**config.mk**
```make
export PLATFORM = sky130hd
export DESIGN_NAME = siosm_top
export DESIGN_NICKNAME = d
export VERILOG_FILES = /design/src/hw/siosm_pkg.sv /design/src/hw/siosm_route_if.sv /design/src/hw/siosm_top.sv /design/src/hw/siosm_out_route.sv
export SDC_FILE = /design/constraint.sdc
export NUM_CORES = 1
export LEC_CHECK = 0
export BUFFER_PORTS_ARGS = -buffer_cell sky130_fd_sc_hd__buf_4
export CAP_MARGIN = 5
export CORE_MARGIN = 1.5
export CORE_UTILIZATION = 40
export DETAILED_ROUTE_END_ITERATION = 7
export MAX_ROUTING_LAYER = met4
export PLACE_DENSITY = 0.69
export SLEW_MARGIN = 5
export SYNTH_ARGS = -nofsm -noshare
export SYNTH_HDL_FRONTEND = slang
export SYNTH_HIERARCHICAL = 1
export SYNTH_SLANG_ARGS = --single-unit
```
**constraint.sdc**
```tcl
create_clock -name core_clk_in -period 2.5 [get_ports core_clk_in]
set_clock_uncertainty 0.1 [all_clocks]
set_input_delay 0.375 -clock core_clk_in [delete_from_list [all_inputs] [get_ports core_clk_in]]
set_output_delay 0.375 -clock core_clk_in [all_outputs]
set_load 0.1 [all_outputs]
```
**src/hw/siosm_pkg.sv**
```systemverilog
package siosm_pkg;

  // connector input pins, index 0..6 = pins 13, 7, 8, 9, 10, 11, 12
  localparam int NUM_PINS      = 7;
  localparam int NUM_IN_FUNCS  = 8;
  localparam int NUM_OUT_FUNCS = 9;
  localparam int NUM_PAIRS     = 3;

  // input function indices
  localparam int IN_FWD_TRAVEL = 0;
  localparam int IN_REV_TRAVEL = 1;
  localparam int IN_FWD_FORCE  = 2;
  localparam int IN_REV_FORCE  = 3;
  localparam int IN_OPT3       = 4;
  localparam int IN_OPT4       = 5;
  localparam int IN_OPT5       = 6;
  localparam int IN_OPT6       = 7;

  // output function indices
  localparam int OUT_POS_DONE    = 0;
  localparam int OUT_SPEED_MATCH = 1;
  localparam int OUT_MOTION      = 2;
  localparam int OUT_READY       = 3;
  localparam int OUT_FORCE_LIM   = 4;
  localparam int OUT_SPEED_LIM   = 5;
  localparam int OUT_BRAKE       = 6;
  localparam int OUT_WARNING     = 7;
  localparam int OUT_NEAR        = 8;

  // input selector codes
  localparam logic [3:0] SEL_PIN_LAST     = 4'h6;
  localparam logic [3:0] SEL_ALWAYS_ON    = 4'h7;
  localparam logic [3:0] SEL_ALWAYS_OFF   = 4'h8;
  localparam logic [3:0] SEL_INV_BASE     = 4'h9;
  localparam logic [3:0] SEL_OPT_MIN      = 4'h4;
  localparam logic [3:0] SEL_OPT_INV_MIN  = 4'hD;

  // first active level per input function, bit set = high
  localparam logic [7:0] FIRST_LEVEL_HIGH = 8'h03;

  // output selector codes: 0 unused, 1..3 pair 1/2, 23/24, 25/26
  localparam logic [1:0] OSEL_NONE = 2'h0;

  // reset values
  localparam logic [3:0] IN_SEL_RESET  = 4'h8;
  localparam logic [1:0] OUT_SEL_RESET = 2'h0;
  localparam logic [2:0] INVERT_RESET  = 3'h0;

endpackage

```
**src/hw/siosm_route_if.sv**
```systemverilog
`timescale 1ns/1ns
interface siosm_route_if;
  logic [8:0]      status;
  logic [8:0][1:0] out_sel;
  logic [2:0]      invert;
  logic [2:0]      pair;

  modport top   (output status, output out_sel, output invert, input pair);
  modport route (input status, input out_sel, input invert, output pair);
endinterface

```
**src/hw/siosm_top.sv**
```systemverilog
`timescale 1ns/1ns
// Overview of operation
// selector 0..6 picks pins 13,7..12 at first level; 9..F same, opposite level
// selector 7 forces the function on, 8 forces it off, no pin read
// option inputs four to six accept only pins 10..12 or selectors 7 and 8; others are refused
// one pin may feed several input functions at once
// output selector 1..3 picks pair 1/2, 23/24, 25/26; 0 leaves it unused
// functions sharing one output pair are ored together
// a status not evaluated in the present control mode counts as inactive
// nine status functions each have their own output selector
// per-pair invert bit flips the driven level of that pair
// pins synchronised to the clock; selectors applied from registered copies
module siosm_top
(
  // clock and reset
  input  wire logic       core_clk_in,
  input  wire logic       rst_in,
  // connector input pins, bit 0..6 = pins 13, 7, 8, 9, 10, 11, 12
  input  wire logic [6:0] conn_in_in,
  // input function selectors
  input  wire logic [3:0] fwd_travel_sel_in,
  input  wire logic [3:0] rev_travel_sel_in,
  input  wire logic [3:0] fwd_force_sel_in,
  input  wire logic [3:0] rev_force_sel_in,
  input  wire logic [3:0] opt_in3_sel_in,
  input  wire logic [3:0] opt_in4_sel_in,
  input  wire logic [3:0] opt_in5_sel_in,
  input  wire logic [3:0] opt_in6_sel_in,
  // output function selectors and pair polarity
  input  wire logic [1:0] pos_done_sel_in,
  input  wire logic [1:0] speed_match_sel_in,
  input  wire logic [1:0] motion_sel_in,
  input  wire logic [1:0] ready_sel_in,
  input  wire logic [1:0] force_lim_out_sel_in,
  input  wire logic [1:0] speed_lim_out_sel_in,
  input  wire logic [1:0] brake_sel_in,
  input  wire logic [1:0] warning_sel_in,
  input  wire logic [1:0] near_sel_in,
  input  wire logic [2:0] output_invert_cfg_in,
  // internal status functions, active high
  input  wire logic       position_done_in,
  input  wire logic       speed_match_in,
  input  wire logic       motion_detected_in,
  input  wire logic       drive_ready_in,
  input  wire logic       force_limit_active_in,
  input  wire logic       speed_limit_active_in,
  input  wire logic       brake_release_in,
  input  wire logic       warning_in,
  input  wire logic       near_position_in,
  // per status: evaluated in the present control mode
  input  wire logic [8:0] status_eval_in,
  // input functions to the drive, active high
  output logic            fwd_travel_block_out,
  output logic            rev_travel_block_out,
  output logic            fwd_force_limit_in_out,
  output logic            rev_force_limit_in_out,
  output logic            option_input_3_out,
  output logic            option_input_4_out,
  output logic            option_input_5_out,
  output logic            option_input_6_out,
  // output pin pairs 1/2, 23/24, 25/26
  output logic [2:0]      pair_drive_out,
  // presented input selector refused
  output logic            sel_reject_out
);

  typedef struct packed {
    logic [6:0]      pin_meta;
    logic [6:0]      pin_sync;
    logic [7:0][3:0] in_sel;
    logic [8:0][1:0] out_sel;
    logic [2:0]      invert;
    logic [7:0]      func;
    logic [2:0]      pair;
    logic            reject;
  } siosm_state_t;

  siosm_state_t    state_reg;
  siosm_state_t    state_next;
  logic [7:0][3:0] in_sel_w;
  logic [8:0][1:0] out_sel_w;
  logic [8:0]      status_w;

  siosm_route_if rt ();

  siosm_out_route u_route
  (
    .rt (rt.route)
  );

  // packing order must match the function indices of the package
  assign in_sel_w = {opt_in6_sel_in,
                     opt_in5_sel_in,
                     opt_in4_sel_in,
                     opt_in3_sel_in,
                     rev_force_sel_in,
                     fwd_force_sel_in,
                     rev_travel_sel_in,
                     fwd_travel_sel_in};

  assign out_sel_w = {near_sel_in,
                      warning_sel_in,
                      brake_sel_in,
                      speed_lim_out_sel_in,
                      force_lim_out_sel_in,
                      ready_sel_in,
                      motion_sel_in,
                      speed_match_sel_in,
                      pos_done_sel_in};

  assign status_w = {near_position_in,
                     warning_in,
                     brake_release_in,
                     speed_limit_active_in,
                     force_limit_active_in,
                     drive_ready_in,
                     motion_detected_in,
                     speed_match_in,
                     position_done_in};

  assign rt.status  = status_w & status_eval_in;
  assign rt.out_sel = state_reg.out_sel;
  assign rt.invert  = state_reg.invert;

  // option inputs four..six have no path from pins 13, 7, 8, 9
  function automatic logic sel_legal(input int idx, input logic [3:0] sel);
    logic restricted;
    logic low_ok;
    logic inv_ok;
    restricted = (idx >= siosm_pkg::IN_OPT4);
    low_ok     = (sel >= siosm_pkg::SEL_OPT_MIN) && (sel <= siosm_pkg::SEL_ALWAYS_OFF);
    inv_ok     = (sel >= siosm_pkg::SEL_OPT_INV_MIN);
    sel_legal  = !restricted || low_ok || inv_ok;
  endfunction

  function automatic logic in_decode(input logic [3:0] sel, input logic [6:0] pins,
                                     input logic first_high);
    logic [3:0] idx;
    idx = 4'h0;
    if (sel <= siosm_pkg::SEL_PIN_LAST)
    begin
      in_decode = (pins[sel[2:0]] == first_high);
    end
    else if (sel == siosm_pkg::SEL_ALWAYS_ON)
    begin
      in_decode = 1'b1;
    end
    else if (sel == siosm_pkg::SEL_ALWAYS_OFF)
    begin
      in_decode = 1'b0;
    end
    else
    begin
      idx       = sel - siosm_pkg::SEL_INV_BASE;
      in_decode = (pins[idx[2:0]] != first_high);
    end
  endfunction

  always_comb
  begin
    state_next          = state_reg;
    state_next.pin_meta = conn_in_in;
    state_next.pin_sync = state_reg.pin_meta;
    state_next.reject   = 1'b0;
    for (int i = 0; i < siosm_pkg::NUM_IN_FUNCS; i++)
    begin
      // a refused code keeps the last legal setting in force
      if (sel_legal(i, in_sel_w[i]))
      begin
        state_next.in_sel[i] = in_sel_w[i];
      end
      else
      begin
        state_next.reject = 1'b1;
      end
    end
    // decode from the registered copy: one edge more, but no glitch on a selector change
    for (int i = 0; i < siosm_pkg::NUM_IN_FUNCS; i++)
    begin
      // every function reads the shared pin vector independently
      state_next.func[i] = in_decode(state_reg.in_sel[i], state_reg.pin_sync,
                                     siosm_pkg::FIRST_LEVEL_HIGH[i]);
    end
    state_next.out_sel = out_sel_w;
    state_next.invert  = output_invert_cfg_in;
    state_next.pair    = rt.pair;
  end

  always_ff @(posedge core_clk_in)
  begin
    if (rst_in)
    begin
      // synchroniser flops cleared too, so no stale pin level follows reset
      state_reg.pin_meta <= '0;
      state_reg.pin_sync <= '0;
      state_reg.func     <= '0;
      state_reg.pair     <= '0;
      state_reg.reject   <= '0;
      state_reg.in_sel   <= {siosm_pkg::NUM_IN_FUNCS{siosm_pkg::IN_SEL_RESET}};
      state_reg.out_sel  <= {siosm_pkg::NUM_OUT_FUNCS{siosm_pkg::OUT_SEL_RESET}};
      state_reg.invert   <= siosm_pkg::INVERT_RESET;
    end
    else
    begin
      state_reg <= state_next;
    end
  end

  // input functions, straight from the state register
  assign fwd_travel_block_out   = state_reg.func[siosm_pkg::IN_FWD_TRAVEL];
  assign rev_travel_block_out   = state_reg.func[siosm_pkg::IN_REV_TRAVEL];
  assign fwd_force_limit_in_out = state_reg.func[siosm_pkg::IN_FWD_FORCE];
  assign rev_force_limit_in_out = state_reg.func[siosm_pkg::IN_REV_FORCE];
  assign option_input_3_out     = state_reg.func[siosm_pkg::IN_OPT3];
  assign option_input_4_out     = state_reg.func[siosm_pkg::IN_OPT4];
  assign option_input_5_out     = state_reg.func[siosm_pkg::IN_OPT5];
  assign option_input_6_out     = state_reg.func[siosm_pkg::IN_OPT6];

  // output pairs and refusal flag
  assign pair_drive_out         = state_reg.pair;
  assign sel_reject_out         = state_reg.reject;

endmodule

```
**src/hw/siosm_out_route.sv**
```systemverilog
`timescale 1ns/1ns
module siosm_out_route
(
  siosm_route_if.route rt
);

  // pure combinational; the top registers the result
  always_comb
  begin
    for (int p = 0; p < siosm_pkg::NUM_PAIRS; p++)
    begin
      rt.pair[p] = 1'b0;
      for (int f = 0; f < siosm_pkg::NUM_OUT_FUNCS; f++)
      begin
        if (rt.out_sel[f] == 2'(p + 1))
        begin
          rt.pair[p] = rt.pair[p] | rt.status[f];
        end
      end
      // polarity applied after the or so shared pairs invert as one
      rt.pair[p] = rt.pair[p] ^ rt.invert[p];
    end
  end

endmodule

```
After elaboration in Yosys (flattened, before gate mapping)
Index checks and enable logic that the tools add are counted.
{"block": "totals", "out_inout_bits": 12, "in_bits": 80, "wordCells": 235, "regBits": 79}
{"block": "op_classes", "n_reduce_logical": 6, "n_mux": 86, "n_lt_le_gt_ge": 33, "eq_ne": 43, "n_bitwise": 36, "add_sub_neg": 8}
{"cell": "2-to-1 mux 1 bit", "n": 70}
{"cell": "less-than comparator 3 x 4 -> 1 bit (second input constant)", "n": 16}
{"cell": "binary-select mux 1 bit (select 3 bit)", "n": 16}
{"cell": "equality test 2 bit (second input constant)", "n": 18}
{"cell": "equality test 4 x 3 -> 1 bit (second input constant)", "n": 8}
{"cell": "equality test 4 bit (second input constant)", "n": 8}
{"cell": "<= comparator 4 x 3 -> 1 bit (second input constant)", "n": 8}
{"cell": "OR 1 bit", "n": 24}
{"cell": "subtractor 3 x 1 -> 3 bit (second input constant)", "n": 8}
{"cell": "equality test 2 x 1 -> 1 bit (second input constant)", "n": 9}
{"cell": "greater-or-equal comparator 4 x 3 -> 1 bit (second input constant)", "n": 3}
{"cell": "greater-or-equal comparator 4 bit (second input constant)", "n": 3}
{"cell": "<= comparator 4 bit (second input constant)", "n": 3}
{"cell": "AND 9 bit", "n": 1}
{"cell": "inverter 1 bit", "n": 8}
{"cell": "logical AND 1 bit", "n": 3}
{"cell": "logical OR 1 bit", "n": 3}
{"cell": "bitwise XOR 1 bit", "n": 3}

Depth between registers and ports, before layout
Gate-level depths: netlist (run 1).
{"block": "logic_depth", "word_depth": 19, "depth_mapped": 8, "ltp_nobuf": 7}

By module
Netlist (run 1), hierarchy kept.
{"mod": "siosm_top", "area_per_inst_um2": 4103.9, "seq_area_each_um2": 1581.5, "instances": 1, "cells_each": 433}
{"mod": "siosm_out_route", "area_per_inst_um2": 257.7, "seq_area_each_um2": 0.0, "instances": 1, "cells_each": 43}

Least setup slack after synthesis (run 1)
Ideal clock, no wire load.
{"block": "synth_path", "path_type": "register to register", "start": "register state_reg[57] in the netlist's numbering", "end": "register state_reg, in the netlist option_input_5_out", "path_buffers": 1, "setup_time_ps": 137, "t_arrival_ps": 1541, "required_time_ps": 2263, "stages_incl_launch_ff": 8, "setup_slack_ps": 722, "synth_period_minus_slack_ps": 1778, "path_cell_list": "dfxtp_1 -> buf_2 -> inv_1 -> ha_1 -> mux4_2 -> and2_1 -> o21ai_1 -> a211oi_2"}
{"block": "synth_via", "elab_chain_cells": 6, "word_cells_on_any_way": 12, "classes_between": "add/sub: 1; order compare: 1; eq/ne: 2; mux: 7; bitwise: 1"}
{"element": "from (decl)", "line": "siosm_top.sv:78", "source": "siosm_state_t state_reg;"}
{"element": "from (signal assigned)", "line": "siosm_top.sv:205", "source": "state_reg <= state_next;"}
{"element": "subtractor 3 x 1 -> 3 bit", "line": "siosm_top.sv:154", "source": "idx = sel - siosm_pkg::SEL_INV_BASE;"}
{"element": "binary-select mux 1 bit (select 3 bit)", "line": "siosm_top.sv:155", "source": "in_decode = (pins[idx[2:0]] != first_high);"}
{"element": "2-to-1 mux 1 bit (implied by the code)", "line": "siosm_top.sv:155"}
{"element": "2-to-1 mux 1 bit", "line": "siosm_top.sv:148", "source": "else if (sel == siosm_pkg::SEL_ALWAYS_OFF)"}
{"element": "2-to-1 mux 1 bit", "line": "siosm_top.sv:144", "source": "else if (sel == siosm_pkg::SEL_ALWAYS_ON)"}
{"element": "2-to-1 mux 1 bit *", "line": "siosm_top.sv:140", "source": "if (sel <= siosm_pkg::SEL_PIN_LAST)"}
Mark *: on every way between the ends. The rest lies on a longest branch, timed or not. The select of a mux whose other input is x is not followed.
A chain may end at the register's enable or synchronous reset.

Worst setup path in the final report (run 1)
{"block": "layout_path", "start": "register state_reg[61] in the netlist's numbering", "end": "register state_reg, in the netlist option_input_6_out"}
The elaborated chain is that of the path after synthesis.

==> results of run 1 <==
cell families (layout without fill, tap and decap cells):
group | after synthesis | in the layout | synth area share (%)
AND/OR/NAND/NOR | 179 | 179 | 22.8
XOR/XNOR | 14 | 14 | 2.81
flip-flops | 79 | 79 | 36.3
multiplexers | 28 | 28 | 11.1
AO/OA/AOI/OAI | 96 | 96 | 14.0
buffers and inverters | 52 | 136 | 5.08
adder cells (fa/ha/maj) | 28 | 28 | 7.92
cell type report:
type	instances	area (sq um)	area share, %
clock buffers	10	128	2.39
repair buffers	93	711	13.3
clock inverters	6	92.6	1.73
flip-flops and latches	79	1580	29.6
well taps	136	170	3.19
inverters	27	101	1.90
multi-input cells	345	2560	47.9
how the worst max path moves through the flow:
stage | slack (ps) | cells after the start | endpoint
after detailed placement | 570 | 6 | option_input_6_out
final | 550 | 6 | option_input_6_out
after floorplan | 720 | 7 | option_input_5_out
after global routing | 410 | 6 | rev_force_limit_in_out
after global placement | 660 | 6 | option_input_6_out
after CTS | 560 | 6 | option_input_6_out
placed cells by master, fill, tap and decap left out, types with 3 or more instances in the layout:
cell / instances
sky130_fd_sc_hd__ha_1: 26
sky130_fd_sc_hd__nand2_1: 24
sky130_fd_sc_hd__inv_1: 27
sky130_fd_sc_hd__nand3_1: 21
sky130_fd_sc_hd__o21ai_1: 5
sky130_fd_sc_hd__and2_1: 10
sky130_fd_sc_hd__xnor2_1: 11
sky130_fd_sc_hd__a21oi_1: 37
sky130_fd_sc_hd__nor2b_1: 59
sky130_fd_sc_hd__o31a_1: 4
sky130_fd_sc_hd__buf_4: 92
sky130_fd_sc_hd__nand2b_1: 18
sky130_fd_sc_hd__mux2_2: 4
sky130_fd_sc_hd__clkbuf_8: 9
sky130_fd_sc_hd__nor2_1: 24
sky130_fd_sc_hd__a211oi_1: 4
sky130_fd_sc_hd__dfxtp_1: 79
sky130_fd_sc_hd__mux2i_1: 8
sky130_fd_sc_hd__o21ai_0: 14
sky130_fd_sc_hd__xor2_1: 3
sky130_fd_sc_hd__mux4_2: 16
sky130_fd_sc_hd__o22ai_1: 4
sky130_fd_sc_hd__a31oi_1: 8
sky130_fd_sc_hd__a211oi_2: 3
sky130_fd_sc_hd__or2_2: 5
sky130_fd_sc_hd__nand3b_1: 10
cell usage after synthesis, types with 3 or more instances:
master                     instances  share of area [%]
sky130_fd_sc_hd__dfxtp_1          79                 36
sky130_fd_sc_hd__nor2b_1          59                8.5
sky130_fd_sc_hd__a21oi_1          37                4.2
sky130_fd_sc_hd__inv_1            27                2.3
sky130_fd_sc_hd__ha_1             26                7.5
sky130_fd_sc_hd__nand2_1          24                2.1
sky130_fd_sc_hd__nor2_1           24                2.1
sky130_fd_sc_hd__nand3_1          21                2.4
sky130_fd_sc_hd__nand2b_1         18                2.6
sky130_fd_sc_hd__mux4_2           16                8.3
sky130_fd_sc_hd__o21ai_0          14                1.6
sky130_fd_sc_hd__buf_2            11                1.3
sky130_fd_sc_hd__xnor2_1          11                2.2
sky130_fd_sc_hd__and2_1           10                1.4
sky130_fd_sc_hd__clkbuf_1         10               0.86
sky130_fd_sc_hd__nand3b_1         10                1.7
sky130_fd_sc_hd__a31oi_1           8                1.1
sky130_fd_sc_hd__mux2i_1           8                1.8
sky130_fd_sc_hd__o21ai_1           5               0.57
sky130_fd_sc_hd__or2_2             5               0.72
sky130_fd_sc_hd__a211oi_1          4               0.69
sky130_fd_sc_hd__mux2_2            4                1.0
sky130_fd_sc_hd__o22ai_1           4               0.57
sky130_fd_sc_hd__o31a_1            4               0.80
sky130_fd_sc_hd__a211oi_2          3               0.86
sky130_fd_sc_hd__buf_4             3               0.52
sky130_fd_sc_hd__xor2_1            3               0.60
layer usage:
metal | vias up | track usage [%]
li1 | 1798 | -
met1 | 1648 | 20.2
met2 | 129 | 30.4
met3 | 11 | 3.51
met4 | 0 | 5.36
met5 | - | -
power by group through the flow:
stage | Sequential (mW) | Combinational (mW) | Clock [mW]
floorplan | 1.50 | 0.368 | 0
global placement | 1.45 | 0.585 | 0
detailed placement | 1.45 | 0.601 | 0
CTS | 1.42 | 0.603 | 1.10
global route | 1.44 | 0.652 | 1.14
finish | 1.42 | 0.599 | 1.06
through the flow:
| step | utilization (%) | hold WS [ps] |
|---|---|---|
| 3_3_place_gp | 49.0 | 319 |
| 2_1_floorplan | - | 314 |
| 6_report | 51.1 | 111 |
| 3_5_place_dp | 49.0 | 324 |
| 5_1_grt | 51.1 | 97.4 |
| 4_1_cts | 51.1 | 87.2 |
worst register-to-register path, stage by stage (launching register included):
cell and delay [ps]:
sky130_fd_sc_hd__dfxtp_1 510, sky130_fd_sc_hd__inv_1 140, sky130_fd_sc_hd__ha_1 350, sky130_fd_sc_hd__mux4_2 320
sky130_fd_sc_hd__and2_0 180, sky130_fd_sc_hd__o21ai_1 160, sky130_fd_sc_hd__a211oi_2 80
==> flow_results.org, run 1 <==
** Floorplanning
- The die is 107 um wide.
- Core footprint :: 10500 sq um
- Measured along the y axis, the die boundary spans 107 um.
- Total die area :: 11500 sq um
- Starting utilization of the core area :: 41.7%
- Row generation in the floorplan step produced 37 rows.
- For this design the top-level I/O count stands at 92.

** Place
- During placement, the flow inserted port buffers numbering 91.
- The placed instances occupy a cell area of 5120 sq um.
- Routability congestion estimate :: 0.837
- Including well taps, the total number of placed cells is 680.
- Summed over all nets, the half-perimeter wirelength after detailed placement is 6.82 mm.
- Post-place setup slack :: 572 ps

** Worst setup path
- Of all nets on the critical path, the largest fanout is 9.
- The worst register-to-register path ends at option_input_6_out.
- Family with the most delay on the worst path :: flip-flops
- Crit path buffers/inverters :: 1
- On the worst path, the slowest cell contributes a delay of 510 ps.
- The setup check on the worst reg-to-reg path leaves a slack of 550 ps.
- Critical Path Source :: state_reg[61]
- For this design, the slowest cell found on the critical path is sky130_fd_sc_hd__dfxtp_1.
- Data required time of the worst path :: 2630 ps
- Critical path capture point type :: flip-flop
- Worst Setup Path Type :: flip-flop to flip-flop
- The number of cells on the worst reg-to-reg path is 6.
- The signal on the critical path passes through inv_1 -> ha_1 -> mux4_2 -> and2_0 -> o21ai_1 -> a211oi_2.
- At the worst endpoint, the arrival time is 2080 ps.
- Worst setup SP type :: flip-flop
- Launching point of the worst reg2reg path :: state_reg[61]

** Layout
- The area growth from synthesis to layout is 22.5%.
- 0 antenna diodes ended up in the layout.
- The register with the most flip-flops in the layout has 39 of them.
- The final layout contains 661 nets.
- Cell Count, Final, Fillers Out :: 696
- Number of fill cells in the layout :: 986
- Fraction of layout cells with a size suffix above 1 :: 25.0%
- With fillers left out, the area of the finished cells amounts to 5340 sq um.

** Clock tree
- Clock Sink Count :: 79
- Total of cells resized after clock tree synthesis :: 0
- Insertion delay of the later-clocked pin in the worst-skew pair :: 340 ps
- In this run, CTS created clock tree buffers numbering 9.
- Setup repair bufs after CTS :: 0
- TritonCTS built the clock tree.
- No sink is reached through more buffers than the 2 on the longest clock path.
- Cell at the root of the clock tree :: sky130_fd_sc_hd__clkbuf_8
- After clock tree synthesis, the clock-pin slew on the worst setup and hold paths is 90 ps.
- For this design, the CTS-stage hold fixing added 0 buffers.
- In this run the number of H-tree levels came out at 3.

** Yosys
- Counting every net in the synthesized netlist gives 582.
- The synthesized design contains 0 enable-type register cells.
- The cell area that synthesis handed to floorplanning was 4360 sq um.
- Counting distinct cell types in the post-synthesis netlist gives 47.
- After synthesis, flip-flops and latches occupy 36.3% of the total area.
- Averaged over all synthesized cells, the footprint is 9.16 sq um.
- Post-Syn Instances :: 476
- #FFs+latches synth :: 79
- After synthesis, the share of flip-flops with an asynchronous set or reset is 0%.
- Count of synthesis-stage warnings from yosys :: 6
- Top FF cell, synth :: sky130_fd_sc_hd__dfxtp_1

** Power and ir drop
- The analysis attributes to cell leakage a power of 2.17 nW.
- In this run switching power makes up 29.1% of total power.
- Cell internal power was estimated by the tool at 2.19 mW.
- Combinational share of power :: 19.4%
- Power spent charging and discharging nets :: 0.897 mW
- Clk network pwr share :: 34.4%
- Total power after layout :: 3.09 mW
- Across the VDD grid, the largest voltage drop is 289 uV.
- Total power density per cell area :: 578 nW/um^2
- Per report_power, the sequential group accounts for 46.2% of the total.

** STA
- Measured slew at the worst slew-check pin :: 684 ps
- Once routing completed, OpenROAD measured the worst setup slack at 549 ps.
- Pins over their slew limit :: 0
- Post-route clock period utilization :: 78.0%
- TNS Setup :: 0 ps
- The hold violation count in the final report came to 0.
- For this run, the top clock speed supported by timing is 513 MHz.
- For the finished layout, the period the worst path requires is 1950 ps.
- Headroom to the max-slew limit came out at 54.4%.
- Setup repair after global routing left no endpoint under its margin.
- Final setup violation count :: 0

** Routing
- Met2 routed WL :: 4.72 mm
- For this run, the detailed router's first-pass iteration total came to 4.
- In the routed design, unresolved DRC markers number 0.
- In the final routing, the length of wire on met1 measures 3.99 mm.
- The detailed router placed 3586 vias in this run.
- Detail-routed net length per standard cell :: 13.6 um
- Routed wire length :: 9.43 mm
- In this run, the number of DRC markers left after iteration 0 of detailed routing was 243.
- In this run the top signal layer used is met4.
- In the detailed route, the total length drawn on met3 is 631 um.
- Number of nets with antenna violations after routing :: 0
- Routed via count divided by cell count :: 5.15

** Global routing
- First-pass GRT wire length :: 15.7 mm
- Pin count of the biggest net entering global routing :: 44
- The initial antenna violation count came to 0.
- Via count of the first global-routing pass :: 3532
- Global-route usage over all layers :: 17.4%
- Summed over all layers, the global routing overflow is 0.

** Min path
- Hold Path Origin :: rev_travel_sel_in[3]
- Worst min-delay path class :: primary input to flip-flop
- Worst Hold Path Cells :: 2
- The worst hold path terminates at state_reg[40].

** Run
- Number of max-capacitance violations reported :: 0

** Run status
- The flow ran to the end, and the final reports show no timing, DRC or antenna violations.
Note: power is estimated with default switching activity, not from simulation.
==> run 2: changes to the inputs <==
--- a/config.mk
+++ b/config.mk
@@ -5,13 +5,14 @@
 export SDC_FILE = /design/constraint.sdc
 export NUM_CORES = 1
 export LEC_CHECK = 0
+export ABC_AREA = 1
 export BUFFER_PORTS_ARGS = -buffer_cell sky130_fd_sc_hd__buf_4
 export CAP_MARGIN = 5
 export CORE_MARGIN = 1.5
 export CORE_UTILIZATION = 40
 export DETAILED_ROUTE_END_ITERATION = 7
 export MAX_ROUTING_LAYER = met4
-export PLACE_DENSITY = 0.69
+export PLACE_DENSITY = 0.68
 export SLEW_MARGIN = 5
 export SYNTH_ARGS = -nofsm -noshare
 export SYNTH_HDL_FRONTEND = slang
==> constraint.sdc (replaced) <==
create_clock -name core_clk_in -period 2 [get_ports core_clk_in]
set_clock_uncertainty 0.1 [all_clocks]
set_input_delay 0.3 -clock core_clk_in [delete_from_list [all_inputs] [get_ports core_clk_in]]
set_output_delay 0.3 -clock core_clk_in [all_outputs]
set_load 0.1 [all_outputs]
==> run 2 against run 1 <==
  * Sequential share of layout area shrank 1.9 points
  * Global-route usage is 0.68 points higher
  * Largest power group unchanged
  * Highest routed layer unchanged
  * Power grew 41%
  * Area after synthesis rose by 5.9%
  * Wire length up 9.0%
  * Register-to-register slack worse by 310 ps
  * Critical endpoint is now option_input_5_out
  * Hold slack got worse by 75 ps
  * Sequential power up 24%
  * Via count rose by 22%
  * Die area rose by 5.7%
  * Cell area rose by 6.9%
  * Final cell count grew 35%
==> flow_results.org, run 2 <==
** STA
- Worst Setup Slack, final :: 241 ps (was 549 ps)
- Final min period :: 1760 ps (was 1950 ps)
- The worst-margin pin slew is 563 ps (was 684 ps).
- The total count of max-transition violations in the final report was 0 (unchanged).
- The relative max-transition margin was 62.4% (was 54.4%).
- The achievable frequency is 569 MHz (was 513 MHz).
- The final clock period utilization by the worst path is 87.9% (was 78.0%).
- Final setup violation count :: 0 (unchanged)
- The hold violation count in the final report was 0 (unchanged).
- Unrepaired setup endpoints after global routing: no (unchanged).
- The final hold slack is 36.1 ps (was 111 ps).
- The post-route setup TNS was 0 ps (unchanged).

** Global routing
- First-pass GRT wire length :: 17.5 mm (was 15.7 mm)
- Pin count of the biggest net entering global routing :: 66 (was 44)
- The initial antenna violation count was 0 (unchanged).
- Via count of the first global-routing pass :: 3921 (was 3532)
- Global-route usage over all layers :: 18.1% (was 17.4%)
- The overall overflow remaining after global route was 0 (unchanged).

** Floorplanning
- Die span in x :: 110 um (was 107 um)
- Total die area :: 12200 sq um (was 11500 sq um)
- The number of top-level pins was 92 (unchanged).
- The initial core utilization came to 40.8% (was 41.7%).
- Chip height :: 110 um (was 107 um)
- The cell row count was 39 (was 37).
- Core footprint :: 11300 sq um (was 10500 sq um)

** Yosys
- The number of enable flip-flop cells after synthesis came to 0 (unchanged).
- Synth top area cells :: sky130_fd_sc_hd__dfxtp_1 34%, sky130_fd_sc_hd__nand2_1 11%, sky130_fd_sc_hd__inv_1 9.8%, sky130_fd_sc_hd__nor2_1 7.9%, sky130_fd_sc_hd__ha_1 7.0% (was sky130_fd_sc_hd__dfxtp_1 36%, sky130_fd_sc_hd__nor2b_1 8.5%, sky130_fd_sc_hd__mux4_2 8.3%, sky130_fd_sc_hd__ha_1 7.5%, sky130_fd_sc_hd__a21oi_1 4.2%)
- List of most frequent post-synthesis cells :: 137 x sky130_fd_sc_hd__nand2_1, 121 x sky130_fd_sc_hd__inv_1, 97 x sky130_fd_sc_hd__nor2_1 (was 79 x sky130_fd_sc_hd__dfxtp_1, 59 x sky130_fd_sc_hd__nor2b_1, 37 x sky130_fd_sc_hd__a21oi_1)
- The dominant synthesized flop cell was sky130_fd_sc_hd__dfxtp_1 (unchanged).
- Count of synthesis-stage warnings from yosys :: 6 (unchanged)
- The post-synthesis sequential area ratio came to 34.2% (was 36.3%).
- The share of flip-flops with an asynchronous set or reset came to 0% (unchanged).
- The fraction of post-synthesis cell area in the top cell type by area is 34.2% (was 36.3%).
- Net count after synthesis :: 807 (was 582)
- The number of register bits inferred by synthesis came to 79 (unchanged).
- The synthesized area per cell came to 6.59 sq um (was 9.16 sq um).
- Yosys top cell by area :: sky130_fd_sc_hd__dfxtp_1 (unchanged)
- Post-Syn Instances :: 701 (was 476)
- The most common cell in the netlist is sky130_fd_sc_hd__nand2_1 (was sky130_fd_sc_hd__dfxtp_1).
- Number of distinct library cell variants in the gate-level netlist after synthesis :: 33 (was 47)
- Syn Std Cell Area :: 4620 sq um (was 4360 sq um)

** Routing
- Pre-antenna DRT Iters :: 5 (was 4)
- Routed wire length :: 10.3 mm (was 9.43 mm)
- Number of nets with antenna violations after routing :: 0 (unchanged)
- The detail-routed net length per standard cell came to 11.0 um (was 13.6 um).
- The initial DRC count came to 161 (was 243).
- Number of remaining DRC errors :: 0 (unchanged)
- The total via count after detailed routing is 4369 (was 3586).
- Routed via count divided by cell count :: 4.66 (was 5.15)

** Power and ir drop
- Total power density per cell area :: 763 nW/um^2 (was 578 nW/um^2)
- Total power after layout :: 4.36 mW (was 3.09 mW)
- Largest voltage drop on the vdd net :: 699 uV (was 289 uV)
- The leakage component of the power is 3.00 nW (was 2.17 nW).

** Clock tree
- Number of buffers created by CTS :: 9 (unchanged)
- Total of cells resized after clock tree synthesis :: 0 (unchanged)
- The clock slew seen by the registers of the worst setup and hold paths is 70 ps (was 90 ps).
- The number of buffers inserted to repair setup after CTS was 0 (unchanged).
- Largest buffer count on any clock path :: 2 (unchanged)
- The CTS tree is yes (unchanged).
- Cell at the root of the clock tree :: sky130_fd_sc_hd__clkbuf_16 (was sky130_fd_sc_hd__clkbuf_8)
- The number of H-tree levels was 3 (unchanged).
- The clock net sink count is 79 (unchanged).
- Insertion delay of the later-clocked pin in the worst-skew pair :: 340 ps (about the same)
- Count of hold buffers inserted by post-cts repair :: 0 (unchanged)

** Worst setup path
- The required time at the worst-slack endpoint was 2140 ps (was 2630 ps).
- Largest fanout of any net on the critical path :: 11 (was 9)
- The worst path arrival time is 1900 ps (was 2080 ps).
- Critical path capture point type :: flip-flop (unchanged)
- Worst setup SP type :: flip-flop (unchanged)
- The category of the critical setup timing path is flip-flop to flip-flop (unchanged).

** Place
- IO Port Bufs :: 91 (unchanged)
- Placed cell area :: 5400 sq um (was 5120 sq um)
- Routability congestion estimate :: 0.872 (was 0.837)
- The pre-CTS setup slack is 290 ps (was 572 ps).
- The detailed-placement wirelength estimate was 7.42 mm (was 6.82 mm).

** Layout
- Number of fill cells in the layout :: 1150 (was 986)
- Area used by multi-input combinational logic :: 2360 sq um (was 2560 sq um)
- The register area was 1580 sq um (unchanged).
- Leading cell types in the layout, fill and taps excluded :: 137 x sky130_fd_sc_hd__nand2_1, 121 x sky130_fd_sc_hd__inv_1, 99 x sky130_fd_sc_hd__buf_4 (was 92 x sky130_fd_sc_hd__buf_4, 79 x sky130_fd_sc_hd__dfxtp_1, 59 x sky130_fd_sc_hd__nor2b_1)
- Nets :: 895 (was 661)
- Area Growth Syn to Fin :: 23.6% (was 22.5%)
- The final design area excluding fillers is 5710 sq um (was 5340 sq um).
- Fraction of layout cells with a size suffix above 1 :: 17.8% (was 25.0%)
- # diodes :: 0 (unchanged)
- Number of flip-flops under the largest register name :: 39 (unchanged)
- The most common library cell in the layout ignoring fill and taps is sky130_fd_sc_hd__nand2_1 (was sky130_fd_sc_hd__buf_4).

** Run
- The number of maximum-capacitance violations was 0 (unchanged).

** Run status
- Outcome :: complete, no violations (unchanged)

** Min path
- Worst min-delay path class :: primary input to flip-flop (unchanged)
[run 2: critical path, stage by stage (launching register included)]
cell and delay, ps:
sky130_fd_sc_hd__dfxtp_1 520, sky130_fd_sc_hd__inv_2 130, sky130_fd_sc_hd__ha_1 360, sky130_fd_sc_hd__o21ai_0 90
sky130_fd_sc_hd__a21oi_1 50, sky130_fd_sc_hd__o21ai_0 170, sky130_fd_sc_hd__o21ai_0 100, sky130_fd_sc_hd__nor2_1 90
sky130_fd_sc_hd__nor2_1 40
[run 2: cell families after synthesis]
logic type / count (synthesis) / synth area share (%)
DFF: 79 / 34.2
xor gates and xnor gates: 7 / 1.33
adders and majority gates: 26 / 7.04
buffers and inverters: 159 / 14.7
and+or+nand+nor: 322 / 29.7
AOI/OAI and AO/OA: 108 / 13.1
[run 2: final cells by class]
type / count / area share, %
tap: 143 / 3.13
timing repair buffer: 100 / 13.4
clock inverter: 7 / 1.51
inverter: 136 / 8.99
clock buffer: 9 / 3.94
multi-input combinational: 463 / 41.4
sequential: 79 / 27.7
[run 2: routing by layer]
metal,vias to the layer above,GRT usage [%],share of wire [%]
li1,2359,-,-
met1,1895,21.4,46
met2,108,29.3,46
met3,7,6.09,7.1
met4,0,5.30,1.1
met5,-,-,0
[run 2: final timing paths]
check | from | endpoint | slack [ps] | cells past startpoint
setup / recovery | state_reg[57] | option_input_5_out | 240 | 8
hold reg to reg | state_next[68] | state_reg[68] | 300 | 2
hold / removal | rev_travel_sel_in[3] | state_reg[40] | 40 | 2
setup reg to reg | state_reg[57] | option_input_5_out | 240 | 8
[run 2: through the flow]
stage / utilization [%] / std cells
2_1_floorplan: - / 701
3_3_place_gp: 47.7 / 921
3_5_place_dp: 47.7 / 921
4_1_cts: 50.4 / 937
5_1_grt: 50.4 / 937
6_report: 50.4 / 937
[run 2: power by group]
part | internal [mW] | switching, mW | total (mW) | leakage, nW
Sequential | 1.67 | 0.0860 | 1.76 | 0.657
Combinational | 0.343 | 0.537 | 0.880 | 2.19
Clock | 0.995 | 0.722 | 1.72 | 0.150
